==> src/core/cdsp_defines.svh <==
// constants for the sync and power control register bank and its host
`ifndef CDSP_DEFINES_SVH
`define CDSP_DEFINES_SVH
`define CDSP_ADDR_SYNC_CTRL   8'h58
`define CDSP_ADDR_UNUSED      8'h59
`define CDSP_ADDR_UPDATE      8'h5A
`define CDSP_BIT_DET_EN       0
`define CDSP_BIT_DET_SEL      1
`define CDSP_BIT_SOFT_SYNC    2
`define CDSP_BIT_REF_PD       3
`define CDSP_BIT_SYNC_PD      4
`define CDSP_FUNC_LSB         5
`define CDSP_FUNC_MSB         6
`define CDSP_BIT_UPDATE       0
`define CDSP_SYNC_CTRL_MASK   8'h7F
`define CDSP_SYNC_CTRL_RESET  8'h00
`define CDSP_FUNC_RESET_IN    2'h0
`define CDSP_FUNC_SYNC_IN     2'h1
`define CDSP_FUNC_TEST        2'h2
`define CDSP_FUNC_PD_IN       2'h3
`define CDSP_HOST_CTRL        4'h0
`define CDSP_HOST_ADDR        4'h1
`define CDSP_HOST_WDATA       4'h2
`define CDSP_HOST_RDATA       4'h3
`define CDSP_HOST_STATUS      4'h4
`define CDSP_HOST_IRQ_CLR     4'h5
`define CDSP_HOST_IRQ_EN      4'h6
`define CDSP_HOST_CTRL_WRITE  0
`define CDSP_HOST_CTRL_READ   1
`define CDSP_HOST_CTRL_UPDATE 2
`define CDSP_IRQ_DONE         0
`define CDSP_IRQ_TEST_REFUSED 1
`define CDSP_IRQ_SYNC_EVENT   2
`endif

==> src/core/cdsp_if.sv <==
// serial control port link between host controller and device bank
`timescale 1ns/1ps
`default_nettype none
interface cdsp_if;
  logic       sclk;
  logic       wr_en;
  logic       rd_en;
  logic [7:0] addr;
  logic [7:0] wdata;
  logic [7:0] rdata;
  modport device (input sclk, input wr_en, input rd_en, input addr,
                  input wdata, output rdata);
  modport host (output sclk, output wr_en, output rd_en, output addr,
                output wdata, input rdata);
endinterface
`default_nettype wire

==> src/core/cdsp_device.sv <==
// device end: buffered and active sync/function and update registers
//
// Design decision made here: the strobed register port.
`timescale 1ns/1ps
`default_nettype none
`include "cdsp_defines.svh"
// How it works
// - soft sync holds outputs; falling edge syncs
// - bit 3 powers down distribution references
// - bit 4 powers down sync circuitry
// - two-bit field picks multi-function pin role
// - update write copies buffer on next edge
// - update bit clears itself after transfer
// - registers volatile; reset restores defaults
// - bypassed divider has its logic powered down
// - fine delay powered down when not selected
// - pll, outputs, distribution powered down independently
// - power-down keeps register contents intact
// - after power-down, host must resync outputs
// - bit 0 enables sync-detect monitor
// - bit 1 selects sync-detect threshold
// - ignore-sync outputs skip chip-level sync
module cdsp_device #(
  parameter int N_OUT = 5
) (
  input  wire logic             ref_clk,
  input  wire logic             rst,
  cdsp_if.device                port,
  input  wire logic [N_OUT-1:0] bypass_div,
  input  wire logic [N_OUT-1:0] ignore_sync,
  input  wire logic             delay_sel,
  input  wire logic             pll_pd_req,
  input  wire logic [N_OUT-1:0] out_pd_req,
  input  wire logic             dist_pd_req,
  input  wire logic             func_pin,
  output var  logic             hold_outputs,
  output var  logic [N_OUT-1:0] sync_pulse,
  output var  logic             ref_pd,
  output var  logic             sync_pd,
  output var  logic             detect_en,
  output var  logic             detect_fine,
  output var  logic             chip_reset,
  output var  logic             pin_pd,
  output var  logic [N_OUT-1:0] div_pd,
  output var  logic             delay_pd,
  output var  logic             pll_pd,
  output var  logic [N_OUT-1:0] out_pd,
  output var  logic             dist_pd,
  output var  logic             align_lost
);
  // ----------------------------------------------------------------
  // state
  // ----------------------------------------------------------------
  typedef struct packed {
    logic [7:0]       buf_reg;
    logic [7:0]       act_reg;
    logic [7:0]       rdata_reg;
    logic [1:0]       pin_sync;
    logic             pin_prev;
    logic             hold;
    logic [N_OUT-1:0] sync;
    logic [N_OUT-1:0] div_pd;
    logic             delay_pd;
    logic             pll_pd;
    logic [N_OUT-1:0] out_pd;
    logic             dist_pd;
    logic             reset_out;
    logic             pin_pd;
    logic             lost;
  } cdsp_dev_state_t;

  cdsp_dev_state_t s_reg;
  cdsp_dev_state_t s_next;
  logic [1:0]      func;
  logic            soft_fall;
  logic            pin_fall;
  logic            any_pd;
  logic            wr_sync_hit;
  logic            wr_update_hit;
  logic            rd_sync_hit;
  logic            pin_low;
  logic            reset_mode;
  logic            realign_mode;
  logic            pd_mode;
  logic            chip_sync;
  logic [N_OUT-1:0] out_sync;

  // ----------------------------------------------------------------
  // link decode
  // ----------------------------------------------------------------
  // other addresses answer zero on the edge after the read
  assign wr_sync_hit   = port.wr_en && (port.addr == `CDSP_ADDR_SYNC_CTRL);
  assign wr_update_hit = port.wr_en && (port.addr == `CDSP_ADDR_UPDATE) &&
                         port.wdata[`CDSP_BIT_UPDATE];
  assign rd_sync_hit   = port.rd_en && (port.addr == `CDSP_ADDR_SYNC_CTRL);

  // ----------------------------------------------------------------
  // pin role decode
  // ----------------------------------------------------------------
  // role follows the active copy, so a new code waits for an update
  assign func         = s_reg.act_reg[`CDSP_FUNC_MSB:`CDSP_FUNC_LSB];
  assign pin_low      = !s_reg.pin_sync[1];
  assign reset_mode   = (func == `CDSP_FUNC_RESET_IN);
  assign realign_mode = (func == `CDSP_FUNC_SYNC_IN);
  assign pd_mode      = (func == `CDSP_FUNC_PD_IN);

  // ----------------------------------------------------------------
  // sync generation
  // ----------------------------------------------------------------
  // soft bit falling on the update edge is a sync
  assign soft_fall = s_reg.act_reg[`CDSP_BIT_SOFT_SYNC] && wr_update_hit &&
                     !s_reg.buf_reg[`CDSP_BIT_SOFT_SYNC];
  assign pin_fall  = realign_mode && s_reg.pin_prev && pin_low;
  assign chip_sync = (soft_fall || pin_fall) &&
                     !s_reg.act_reg[`CDSP_BIT_SYNC_PD];
  // one chip-level sync fans out; each output may opt out
  for (genvar i = 0; i < N_OUT; i++) begin : g_out
    assign out_sync[i] = chip_sync && !ignore_sync[i];
  end

  // ----------------------------------------------------------------
  // next state
  // ----------------------------------------------------------------
  always_comb begin
    s_next = s_reg;
    // --------------------------------------------------------------
    // link writes and reads
    // --------------------------------------------------------------
    // buffered writes; unused bits and 0x59 drop data
    if (wr_sync_hit) begin
      s_next.buf_reg = port.wdata & `CDSP_SYNC_CTRL_MASK;
    end
    // update copies the buffer; the strobe is never stored
    if (wr_update_hit) begin
      s_next.act_reg = s_reg.buf_reg;
    end
    s_next.rdata_reg = 8'h00;
    if (rd_sync_hit) begin
      s_next.rdata_reg = s_reg.buf_reg;
    end
    // --------------------------------------------------------------
    // pin role and sync
    // --------------------------------------------------------------
    // pin sampled through two flops before use
    s_next.pin_sync = {s_reg.pin_sync[0], func_pin};
    s_next.pin_prev = s_reg.pin_sync[1];
    // soft bit is the inverse of the low-active realign pin
    s_next.hold = s_next.act_reg[`CDSP_BIT_SOFT_SYNC] ||
                  (realign_mode && pin_low);
    s_next.sync = out_sync;
    s_next.reset_out = reset_mode && pin_low;
    s_next.pin_pd = pd_mode && pin_low;
    // --------------------------------------------------------------
    // power gating
    // --------------------------------------------------------------
    // power-down gates only; config stays in act_reg
    s_next.div_pd = bypass_div;
    s_next.delay_pd = !delay_sel;
    s_next.pll_pd = pll_pd_req;
    s_next.out_pd = out_pd_req;
    s_next.dist_pd = dist_pd_req;
    any_pd = pll_pd_req || dist_pd_req || s_next.pin_pd ||
             (|out_pd_req) || s_next.act_reg[`CDSP_BIT_REF_PD] ||
             s_next.act_reg[`CDSP_BIT_SYNC_PD];
    // alignment lost until a sync arrives
    if (any_pd) begin
      s_next.lost = 1'b1;
    end else if (|s_next.sync) begin
      s_next.lost = 1'b0;
    end
  end

  // ----------------------------------------------------------------
  // registers; reset brings back defaults
  // ----------------------------------------------------------------
  always_ff @(posedge ref_clk) begin
    if (rst) begin
      s_reg <= '0;
      // synchroniser starts at the pin's idle high level: no false event
      s_reg.pin_sync <= 2'h3;
      s_reg.pin_prev <= 1'h1;
    end else begin
      s_reg <= s_next;
    end
  end

  // ----------------------------------------------------------------
  // outputs
  // ----------------------------------------------------------------
  // every output is a flop of the state struct, never a gate
  assign port.rdata   = s_reg.rdata_reg;
  assign hold_outputs = s_reg.hold;
  assign sync_pulse   = s_reg.sync;
  assign ref_pd       = s_reg.act_reg[`CDSP_BIT_REF_PD];
  assign sync_pd      = s_reg.act_reg[`CDSP_BIT_SYNC_PD];
  assign detect_en    = s_reg.act_reg[`CDSP_BIT_DET_EN];
  assign detect_fine  = s_reg.act_reg[`CDSP_BIT_DET_SEL];
  assign chip_reset   = s_reg.reset_out;
  assign pin_pd       = s_reg.pin_pd;
  assign div_pd       = s_reg.div_pd;
  assign delay_pd     = s_reg.delay_pd;
  assign pll_pd       = s_reg.pll_pd;
  assign out_pd       = s_reg.out_pd;
  assign dist_pd      = s_reg.dist_pd;
  assign align_lost   = s_reg.lost;
endmodule
`default_nettype wire

==> src/flat_wrapper.sv <==
// flat-port wrapper written by rule: the top's interface ports become plain ports
module cdsp_device_flat 
#(
  parameter int N_OUT = 5
)
  (ref_clk, rst, bypass_div, ignore_sync, delay_sel, pll_pd_req, out_pd_req, dist_pd_req, func_pin, hold_outputs, sync_pulse, ref_pd, sync_pd, detect_en, detect_fine, chip_reset, pin_pd, div_pd, delay_pd, pll_pd, out_pd, dist_pd, align_lost, port_sclk, port_wr_en, port_rd_en, port_addr, port_wdata, port_rdata);
  cdsp_if port_i ();
  input  wire logic ref_clk;
  input  wire logic rst;
  input  wire logic [N_OUT-1:0] bypass_div;
  input  wire logic [N_OUT-1:0] ignore_sync;
  input  wire logic delay_sel;
  input  wire logic pll_pd_req;
  input  wire logic [N_OUT-1:0] out_pd_req;
  input  wire logic dist_pd_req;
  input  wire logic func_pin;
  output var  logic hold_outputs;
  output var  logic [N_OUT-1:0] sync_pulse;
  output var  logic ref_pd;
  output var  logic sync_pd;
  output var  logic detect_en;
  output var  logic detect_fine;
  output var  logic chip_reset;
  output var  logic pin_pd;
  output var  logic [N_OUT-1:0] div_pd;
  output var  logic delay_pd;
  output var  logic pll_pd;
  output var  logic [N_OUT-1:0] out_pd;
  output var  logic dist_pd;
  output var  logic align_lost;
  input wire logic [$bits(port_i.sclk)-1:0] port_sclk;
  input wire logic [$bits(port_i.wr_en)-1:0] port_wr_en;
  input wire logic [$bits(port_i.rd_en)-1:0] port_rd_en;
  input wire logic [$bits(port_i.addr)-1:0] port_addr;
  input wire logic [$bits(port_i.wdata)-1:0] port_wdata;
  output wire logic [$bits(port_i.rdata)-1:0] port_rdata;
  assign port_i.sclk = port_sclk;
  assign port_i.wr_en = port_wr_en;
  assign port_i.rd_en = port_rd_en;
  assign port_i.addr = port_addr;
  assign port_i.wdata = port_wdata;
  assign port_rdata = port_i.rdata;
  cdsp_device #(.N_OUT(N_OUT)) u_core (.ref_clk(ref_clk), .rst(rst), .port(port_i), .bypass_div(bypass_div), .ignore_sync(ignore_sync), .delay_sel(delay_sel), .pll_pd_req(pll_pd_req), .out_pd_req(out_pd_req), .dist_pd_req(dist_pd_req), .func_pin(func_pin), .hold_outputs(hold_outputs), .sync_pulse(sync_pulse), .ref_pd(ref_pd), .sync_pd(sync_pd), .detect_en(detect_en), .detect_fine(detect_fine), .chip_reset(chip_reset), .pin_pd(pin_pd), .div_pd(div_pd), .delay_pd(delay_pd), .pll_pd(pll_pd), .out_pd(out_pd), .dist_pd(dist_pd), .align_lost(align_lost));
endmodule
==> config.mk <==
export PLATFORM = sky130hd
export DESIGN_NAME = cdsp_device_flat
export DESIGN_NICKNAME = d
export VERILOG_FILES = /design/src/core/cdsp_if.sv /design/src/core/cdsp_device.sv /design/src/flat_wrapper.sv
export VERILOG_INCLUDE_DIRS = /design/src /design/src/core
export SDC_FILE = /design/constraint.sdc
export NUM_CORES = 1
export LEC_CHECK = 0
export BUFFER_PORTS_ARGS = -buffer_cell sky130_fd_sc_hd__buf_2
export CAP_MARGIN = 0
export CORE_MARGIN = 2
export CORE_UTILIZATION = 40
export DETAILED_ROUTE_END_ITERATION = 16
export PLACE_DENSITY_LB_ADDON = 0.05
export SLEW_MARGIN = 40
export SYNTH_ARGS = -nofsm -noshare
export SYNTH_HDL_FRONTEND = slang
export SYNTH_SLANG_ARGS = --single-unit
==> constraint.sdc <==
create_clock -name ref_clk -period 1.5 [get_ports ref_clk]
set_input_delay 0.225 -clock ref_clk [delete_from_list [all_inputs] [get_ports ref_clk]]
set_output_delay 0.225 -clock ref_clk [all_outputs]
set_load 0.02 [all_outputs]
# Yosys cells after proc, flatten, opt, wreduce, memory -nomap -nowiden
# Index checks and enable logic that the tools add are counted.
[classes]
add_sub_neg = 0
mul = 0
div = 0
n_lt_le_gt_ge = 0
n_eq_ne = 4
shifts = 0
mux = 3
bitwise = 1
n_reduce_logical = 38
[op_table]
columns = ["operator", "count"]
rows = [
  ["logical AND 1 bit", 17],
  ["== test 8 x 7 -> 1 bit (second input constant)", 2],
  ["OR reduction 5 bit", 2],
  ["zero test 1 bit", 9],
  ["logical OR 1 bit", 7],
  ["2-to-1 mux 5 bit", 1],
  ["== test 2 x 1 -> 1 bit (second input constant)", 1],
  ["== test 2 bit (second input constant)", 1],
  ["zero test 2 bit", 1],
  ["2-to-1 mux 1 bit", 2],
  ["nonzero test 2 bit", 1],
  ["OR reduction 2 bit", 1],
  ["inverter 1 bit", 1],
]
[totals]
ff_bits = 46
latch_bits = 0
ramBits = 0
mem_bits_ro = 0
input_bits = 40
out_inout_bits = 34
wordCells = 62
mem_count = 0

# Depth between registers and ports, before layout
# Gate-level depths: netlist of run 1.
[depth]
ltp_word = 11
depth_mapped = 5
ltp_nobuf = 4

# Worst setup path before layout of run 1
# Ideal clock, no wire load.
[synth_path]
path_kind = "input -> register"
start = "input port_addr[2]"
end = "register u_core.s_reg[41] in the netlist's numbering"
arrival_time_ps = 1034
required_ps = 1372
path_slack_ps = 338
cell_stages = 5
n_path_buf = 1
cell_sequence = "and4bb_4 > nand4b_1 > buf_2 > mux2i_1 > nor2_1"
[synth_between]
elab_chain_cells = 2
[synth_rtl]
columns = ["element", "line", "source"]
rows = [
  ["start, declared", "flat_wrapper.sv:34", "input wire logic [$bits(port_i.addr)-1:0] port_addr;"],
  ["== test 8 x 7 -> 1 bit (no source line)", "--", ""],
  ["logical AND 1 bit", "cdsp_device.sv:92", "assign wr_sync_hit = port.wr_en && (port.addr == `CDSP_ADDR_SYNC_CTRL);"],
  ["end signal, assigned", "cdsp_device.sv:183", "s_reg <= s_next;"],
  ["end, declared", "cdsp_device.sv:72", "cdsp_dev_state_t s_reg;"],
]
# No other way between the ends.
# A chain may end at the register's enable or synchronous reset.

# Worst setup path after layout of run 1
[layout_path]
start = "register u_core.s_reg[43] in the netlist's numbering"
end = "register u_core.s_reg (netlist bit u_core.sync_pulse[1])"
[layout_between]
elab_chain_cells = 5
[layout_rtl]
columns = ["element", "line", "source"]
rows = [
  ["zero test 1 bit", "cdsp_device.sv:112", "!s_reg.buf_reg[`CDSP_BIT_SOFT_SYNC];"],
  ["logical AND 1 bit", "cdsp_device.sv:111", "assign soft_fall = s_reg.act_reg[`CDSP_BIT_SOFT_SYNC] && wr_update_hit &&"],
  ["logical OR 1 bit", "cdsp_device.sv:114", "assign chip_sync = (soft_fall || pin_fall) &&"],
  ["logical AND 1 bit", "cdsp_device.sv:114", ""],
  ["logical AND 1 bit", "cdsp_device.sv:118", "assign out_sync[i] = chip_sync && !ignore_sync[i];"],
]
# No other way between the ends.

==> impl_metrics.yaml, run 1 <==
timing:
  fmax_ghz: 0.869
  fin_crit_sh_pct: 76.8
  hold_violations: 0
  whs_ps: 77.4
  fin_crit_ps: 1150
  slew_violations: 0
  fin_setup_tns_ps: 0
  final-setup-viol-count: 0
  rsz0062_at_grt: "no"
  worst_slack_ps: 349
  worst_clock_skew_ps: 6.76
place:
  dpl.hpwl_um: 2360
  gp_congestion: 0.775
  io_buffers: 70
  dpl_cell_area_um2: 1940
  dpl_worst_slack_ps: 35.3
finish:
  area_growth_pct: 20.2
  fill_cells: 389
  drive_above_1_share_pct: 41.3
  antennaDiodeCount: 0
  final_net_count: 252
  largest_reg_flops: 9
  fin_area_um2: 2050
drt:
  ant_nets: 0
  wl_per_cell_um: 11.9
  post_drt_via_cell_ratio: 4.52
  dr.pass1.iters: 4
  vias: 1188
  drc: 0
  drt-total-wl_um: 3120
  initialDrtViolationCount: 12
floorplanning:
  initial_core_util_pct: 42.1
  dieArea_um2: 4810
  die_w_um: 69.3
  core_area_um2: 4060
  rows: 23
  die_height_um: 69.3
  ioPinCount: 74
critical_path:
  r2r_start: "u_core.s_reg[43]$_SDFFE_PP0P_"
  path_max_fanout: 5
  r2r-end: "u_core.sync_pulse[1]$_SDFF_PP0_"
  crit_path_end_kind: "flop"
  cp_data_required_time_ps: 1730
  rrSetupSlack_ps: 350
  crit_type: "reg -> reg"
  worstRegToRegCells: 4
  cp.arrival_ps: 1380
  startpoint_type: "flop"
synthesis:
  ys_seq_area_share_pct: 54.0
  ys_ff_latch: 46
  syn-instance-count: 161
  yosysWarnings: 0
  syn_area_um2: 1710
  syn_nets: 201
  synth.avg_cell_area_um2: 10.6
  yosysUniqueCellTypes: 28
grt:
  antenna_found_initial: 0
  grt_max_degree: 19
  grt_pass1_wl_um: 5340
  overflow: 0
  grt_pass1_vias: 1195
  track_usage_pct: 14.0
power_and_ir_drop:
  vdd_drop_max_uv: 545
  power.static_leakage_uw: 0.00105
  power-per-cell-area_nw_per_um2: 1100
cts:
  root_buffer: "clkbuf_8"
  ctsHoldBuffers: 0
  cts_setup_buffers: 0
  insertion_delay_ps: 290
  cts_resized: 0
  clk_pin_slew_worst_paths_ps: 80
  htree_num_levels: 2
  cts_buffers: 5
  cts.sinks: 46
  cts_max_path_buffers: 2
  cts_tree: "done"
run:
  max-cap-violations: 0
hold_path:
  hp-class: "in -> reg"
  min_from: "delay_sel"
  whs_path_depth: 2
  min_to: "u_core.delay_pd$_SDFF_PP0_"
run_status:
  status: "finished, final reports clean"
## per-layer routing
layer  vias up  GRT usage [%]  part of all wire (%)
li1        607              -                     -
met2        45           24.9                    52
met3         4           6.98                   8.6
met1       532           14.3                    39
met5         -              0                     0
met4         0           3.92                  0.83
## logic make-up after synthesis
family | Yosys count | synth area share (%)
buffers and inverters | 29 | 11.5
flip-flops | 46 | 54.0
AND/OR/NAND/NOR | 67 | 24.1
multiplexers | 15 | 8.80
AO/OA/AOI/OAI | 3 | 1.39
other | 1 | 0.220
## critical path, cell delays in order (launching register included)
cell and delay, ps:
dfxtp_1 340, nor3b_1 230, nand4_1 160, a21o_1 260, nor2_1 110
## how the worst max path moves through the flow
stage	from	depth (start not counted)	slack [ps]	endpoint
after CTS	port_addr[2]	5	350	u_core.port.rdata[6]$_SDFF_PP0_
after global routing	u_core.sync_pd$_SDFF_PP0_	4	200	u_core.sync_pulse[4]$_SDFF_PP0_
after detailed placement	port_addr[2]	5	40	u_core.port.rdata[6]$_SDFF_PP0_
after global placement	port_addr[2]	5	60	u_core.port.rdata[6]$_SDFF_PP0_
final	u_core.s_reg[43]$_SDFFE_PP0P_	4	350	u_core.sync_pulse[1]$_SDFF_PP0_
after floorplan	port_addr[2]	5	340	u_core.s_reg[41]$_SDFFE_PP0P_
## area by class of cell
class,instances,area (um^2),area share (%)
well taps,50,62.6,3.05
repair buffers,72,365,17.8
multi-input cells,86,589,28.7
clock buffers,8,110,5.37
flip-flops and latches,46,921,44.9
inverters,1,3.75,0.183
## where the power goes
part           total [uW]  leakage (uW)  switching [uW]  internal, uW
registers            1250      0.000375            4.90          1240
logic                 156      0.000620            83.6          72.2
clock network         845     0.0000575             380           465
total                2250       0.00105             469          1780
## cells in the final DEF, fill, tap and decap left out
cell       n
nand4b_1   2
nor4b_4    1
nand3_1    1
nor2_1    24
nor2b_1   13
buf_2     70
conb_1     1
nor3b_1    1
and3_1     2
and2_1     7
o32ai_1    1
nand3b_1   1
inv_1      1
a21o_1     1
buf_4      2
nor3_1     2
nor3b_4    1
and4bb_4   1
nor4_1     1
nand2_2    1
nand2_1    1
mux2i_1   15
nand3_4    1
o211ai_1   1
or2_2      3
dfxtp_1   46
clkbuf_8   8
nand4_1    4
## stage by stage
stage | utilization, % | total power [uW] | std cells
floorplan | - | 1380 | 161
global placement | 47.9 | 1430 | 255
detailed placement | 47.9 | 1440 | 255
CTS | 50.6 | 2280 | 263
global route | 50.6 | 2340 | 263
finish | 50.6 | 2250 | 263
## synth_stat cells
cell type | number | area share [%]
a21o_1 | 1 | 0.44
and2_1 | 7 | 2.6
and3_1 | 2 | 0.73
and4bb_4 | 1 | 0.95
buf_2 | 1 | 0.29
buf_4 | 23 | 10
clkbuf_1 | 4 | 0.88
conb_1 | 1 | 0.22
dfxtp_1 | 46 | 54
inv_1 | 1 | 0.22
mux2i_1 | 15 | 8.8
nand2_1 | 1 | 0.22
nand2_2 | 1 | 0.37
nand3_1 | 1 | 0.29
nand3_4 | 1 | 1.0
nand3b_1 | 1 | 0.44
nand4_1 | 4 | 1.5
nand4b_1 | 2 | 1.0
nor2_1 | 24 | 5.3
nor2b_1 | 13 | 4.8
nor3_1 | 2 | 0.59
nor3b_1 | 1 | 0.44
nor3b_4 | 1 | 1.1
nor4_1 | 1 | 0.37
nor4b_4 | 1 | 1.4
o211ai_1 | 1 | 0.44
o32ai_1 | 1 | 0.51
or2_2 | 3 | 1.1
(Power assumes the default switching activity.)
==> run 2: changes to the inputs <==
==> constraint.sdc (replaced) <==
create_clock -name ref_clk -period 1.1 [get_ports ref_clk]
set_input_delay 0.165 -clock ref_clk [delete_from_list [all_inputs] [get_ports ref_clk]]
set_output_delay 0.165 -clock ref_clk [all_outputs]
set_load 0.02 [all_outputs]
==> run 2 against run 1 <==
The flow now finishes with violations (setup timing). Clock-buffer cell count is 1 lower. Design area grew 4.1%. Via count rose by 4.5%. Utilization increased by 2.1 points. Sequential power increased by 36%. Register-to-register slack worse by 300 ps. Power up 32%. Routed wire length grew 5.6%. Setup slack got worse by 380 ps. Die area unchanged. Critical path depth is 1 lower. Critical path type is now reg -> out. Critical endpoint is now sync_pd.
==> impl_metrics.yaml, run 2 (synthesized netlist as in run 1, its figures left out) <==
critical_path:
  critPathMostFrequentCell: "buf_6"
  slowest_delay_ps: 330
  cp.buffers_inverters: 3
  crit_type: "reg -> out"
  cp_data_required_time_ps: 940
  crit_path_end_kind: "output port"
  cp_slowest_cell: "dfxtp_2"
  path_delay_family: "buffers and inverters"
  startpoint_type: "flop"
  path_cells: "buf_6 -> buf_6 -> buf_6"
  path_max_fanout: 3
  r2r_start: "u_core.s_reg[35]$_SDFF_PP0_"
  rrSetupSlack_ps: 50
  cp.arrival_ps: 960
  startpoint: "u_core.sync_pd$_SDFF_PP0_"
drt:
  post_drt_via_cell_ratio: 4.53
  ant_nets: 0
  vias: 1242
  wl_per_cell_um: 12.0
  initialDrtViolationCount: 50
  dr.pass1.iters: 4
  drc: 0
  drt-total-wl_um: 3300
grt:
  overflow: 0
  track_usage_pct: 14.9
  grt_pass1_vias: 1213
  grt_pass1_wl_um: 5640
  grt_max_degree: 19
  antenna_found_initial: 0
floorplanning:
  core_area_um2: 4060
  die_w_um: 69.3
  ioPinCount: 74
  rows: 23
  initial_core_util_pct: 42.1
  dieArea_um2: 4810
  die_height_um: 69.3
timing:
  whs_ps: 9.69
  slew_violations: 0
  fin_crit_ps: 1130
  fin_setup_tns_ps: -27.4
  hold_violations: 0
  worst_clock_skew_ps: 4.69
  rsz0062_at_grt: "yes"
  fin_crit_sh_pct: 102
  final-setup-viol-count: 1
  fmax_ghz: 0.887
  worst_slack_ps: -27.4
place:
  dpl.hpwl_um: 2530
  dpl_cell_area_um2: 2020
  io_buffers: 70
  dpl_worst_slack_ps: -203
  gp_congestion: 0.742
cts:
  htree_num_levels: 2
  clk_pin_slew_worst_paths_ps: 80
  cts.sinks: 46
  cts_buffers: 5
  insertion_delay_ps: 290
  root_buffer: "clkbuf_8"
  cts_max_path_buffers: 2
  cts_tree: "done"
  ctsHoldBuffers: 0
finish:
  antennaDiodeCount: 0
  final_common_cell: "buf_2"
  fill_cells: 392
  final_net_count: 263
  final_cell_mix: "buf_2, dfxtp_1, nor2_1, mux2i_1, nor2b_1"
  largest_reg_flops: 9
  area_growth_pct: 25.1
  multi_input_area_um2: 594
  fin_util_pct: 52.6
  fin_area_um2: 2140
  drive_above_1_share_pct: 44.6
  register_area_um2: 922
power_and_ir_drop:
  power-per-cell-area_nw_per_um2: 1390
  power.static_leakage_uw: 0.00110
  vdd_drop_max_uv: 548
run_status:
  violations: "setup timing"
  status: "finished with violations"
hold_path:
  min_from: "delay_sel"
  hp-class: "in -> reg"
run:
  max-cap-violations: 0
## run 2: layer usage
metal	part of all wire, %	up-vias	global-route usage [%]
li1	-	628	-
met1	39	562	16.4
met2	51	44	25.6
met3	7.6	8	5.38
met4	2.2	0	6.32
met5	0	-	0
## run 2: worst reg2reg max path, cell delays in order (launching register included)
cell and delay, ps:
dfxtp_1 340, nor3b_2 190, nand4_1 150, a21o_1 230, nor2_1 90
## run 2: area by class of cell
type	instances	share of cell area [%]
Sequential cell	46	43.2
Multi-Input combinational cell	86	27.8
Timing Repair Buffer	83	21.6
Clock buffer	7	4.04
Tap cell	50	2.93
Clock inverter	1	0.234
Inverter	1	0.176
## run 2: what timing repair did
item / CTS / global route
resized for setup: 1 / 5
pin swaps: 0 / 2
setup endpoints to repair: 6 / 7
setup buffers: 0 / 1
hold endpoints to repair: 0 / 0
## run 2: final timing paths
kind,end,cells after the start
max,sync_pd,3
min,u_core.delay_pd$_SDFF_PP0_,2
max reg2reg,u_core.sync_pulse[0]$_SDFF_PP0_,4
min reg2reg,u_core.s_next[22]$_SDFF_PP1_,1
## run 2: through the flow
stage / power, uW / std cells
final: 2960 / 274
after global placement: 1960 / 265
after detailed placement: 1970 / 265
after CTS: 2990 / 273
after floorplan: 1880 / 161
after global routing: 3100 / 274
## run 2: where the power goes
part           internal, uW  switching, uW  total [uW]
Clock                   507            526        1030
Sequential             1700           7.37        1700
Combinational           106            117         223
==> run 3: changes to the inputs <==
--- a/config.mk
+++ b/config.mk
@@ -6,7 +6,7 @@
 export SDC_FILE = /design/constraint.sdc
 export NUM_CORES = 1
 export LEC_CHECK = 0
-export BUFFER_PORTS_ARGS = -buffer_cell sky130_fd_sc_hd__buf_2
+export BUFFER_PORTS_ARGS = -buffer_cell sky130_fd_sc_hd__buf_4
 export CAP_MARGIN = 0
 export CORE_MARGIN = 2
 export CORE_UTILIZATION = 40
==> run 3 against run 2 <==
The flow now finishes without violations. Sequential share of layout area down 2.8 points. Register-to-register slack worse by 50 ps. Clock-buffer cell count down 2. Largest cell class unchanged. Sequential power about the same.
==> impl_metrics.yaml, run 3 (synthesized netlist as in run 1, its figures left out) <==
floorplanning:
  core_area_um2: 4060
  ioPinCount: 74
  initial_core_util_pct: 42.1
  die_w_um: 69.3
  dieArea_um2: 4810
  die_height_um: 69.3
  rows: 23
cts:
  htree_num_levels: 2
  cts_buffers: 5
  cts.sinks: 46
  clk_pin_slew_worst_paths_ps: 80
  insertion_delay_ps: 290
  cts_max_path_buffers: 2
  cts_tree: "done"
  cts_setup_buffers: 0
  root_buffer: "clkbuf_8"
power_and_ir_drop:
  power_uw: 2930
  vdd_drop_max_uv: 756
  power-per-cell-area_nw_per_um2: 1280
  power.static_leakage_uw: 0.00113
drt:
  drc: 0
  dr.pass1.iters: 4
  ant_nets: 0
  vias: 1227
  post_drt_via_cell_ratio: 4.53
  initialDrtViolationCount: 13
  drt-total-wl_um: 3460
  wl_per_cell_um: 12.8
grt:
  grt_pass1_vias: 1260
  antenna_found_initial: 0
  track_usage_pct: 15.8
  grt_max_degree: 17
  overflow: 0
  grt_pass1_wl_um: 5880
critical_path:
  worstRegToRegCells: 5
  cp_data_required_time_ps: 1330
  r2r-end: "u_core.sync_pulse[4]$_SDFF_PP0_"
  crit_path_end_kind: "flop"
  startpoint: "u_core.sync_pd$_SDFF_PP0_"
  rrSetupSlack_ps: 5
  r2r_start: "u_core.sync_pd$_SDFF_PP0_"
  crit_path_end: "u_core.sync_pulse[4]$_SDFF_PP0_"
  crit_type: "reg -> reg"
  cp.arrival_ps: 1330
  startpoint_type: "flop"
  path_max_fanout: 5
hold_path:
  hp-class: "in -> reg"
  min_from: "delay_sel"
  whs_path_depth: 2
finish:
  fin_area_um2: 2290
  instances_no_fill: 271
  fill_cells: 355
  final_common_cell: "buf_4"
  final_cell_mix: "buf_4, dfxtp_1, nor2_1, mux2i_1, nor2b_1"
  register_area_um2: 925
  multi_input_area_um2: 607
  area_growth_pct: 34.1
  final_net_count: 261
  antennaDiodeCount: 0
  drive_above_1_share_pct: 46.6
  largest_reg_flops: 9
timing:
  hold_violations: 0
  rsz0062_at_grt: "yes"
  fin_setup_tns_ps: 0
  slew_violations: 0
  fin_crit_sh_pct: 99.6
  final-setup-viol-count: 0
  fin_crit_ps: 1100
  fmax_ghz: 0.913
  worst_clock_skew_ps: 4.10
place:
  io_buffers: 70
  dpl.hpwl_um: 2680
  placed_cells: 264
  gp_congestion: 0.759
  dpl_cell_area_um2: 2180
run:
  max-cap-violations: 0
run_status:
  status: "finished, final reports clean"
[run 3: cell types whose count changed in the layout (fill, tap and decap cells not counted), moves of 2 or more]
cell     previous run  this run
nor2_1             24        21
dfxtp_2             1         3
buf_2              69         0
buf_6               3         1
nor2_2              0         2
buf_4              11        80
dfxtp_1            45        43
[run 3: timing repair]
| item | in CTS | in global routing |
|---|---|---|
| cloned | 0 | 0 |
| pin swaps | 1 | 9 |
| endpoints found under the setup margin | 4 | 7 |
| hold buffers | 0 | 0 |
| gates resized for setup | 3 | 6 |
[run 3: cell type report]
cell class / count / area share [%]
Clock buffer: 5 / 3.01
Clock inverter: 2 / 0.437
Inverter: 1 / 0.164
Multi-Input combinational cell: 86 / 26.5
Sequential cell: 46 / 40.4
Tap cell: 50 / 2.73
Timing Repair Buffer: 81 / 26.7
[run 3: where the power goes]
part	internal [uW]	switching [uW]
Sequential	1700	8.73
Clock	427	524
Combinational	158	117
[run 3: critical path: stages (launching register included)]
cell,delay (ps)
dfxtp_2,340
buf_6,120
nor2_4,60
nand4b_1,130
a21o_1,260
nor2_1,120
[run 3: through the flow]
stage / worst slack [ps] / hold WS, ps / utilization (%)
5_1_grt: -76.1 / 11.9 / 56.4
6_report: 4.58 / 15.0 / 56.4
3_3_place_gp: -195 / 317 / 53.8
3_5_place_dp: -204 / 322 / 53.8
4_1_cts: 0.0232 / 7.15 / 56.0
2_1_floorplan: 7.93 / 232 / -
[run 3: how the worst min path moves through the flow]
stage               slack [ps]                         end
floorplan                  230  u_core.delay_pd$_SDFF_PP0_
global placement           320  u_core.delay_pd$_SDFF_PP0_
detailed placement         320  u_core.delay_pd$_SDFF_PP0_
CTS                          7  u_core.delay_pd$_SDFF_PP0_
global route                10  u_core.delay_pd$_SDFF_PP0_
finish                      20  u_core.delay_pd$_SDFF_PP0_
[run 3: routing by layer]
layer / track usage [%] / vias to the layer above / share of wire (%) / wire (um)
met5: 0 / - / 0 / 0
met4: 5.88 / 0 / 1.6 / 57
met3: 6.10 / 6 / 7.5 / 259
met2: 28.6 / 45 / 53 / 1840
met1: 16.3 / 552 / 38 / 1300
li1: - / 624 / - / -
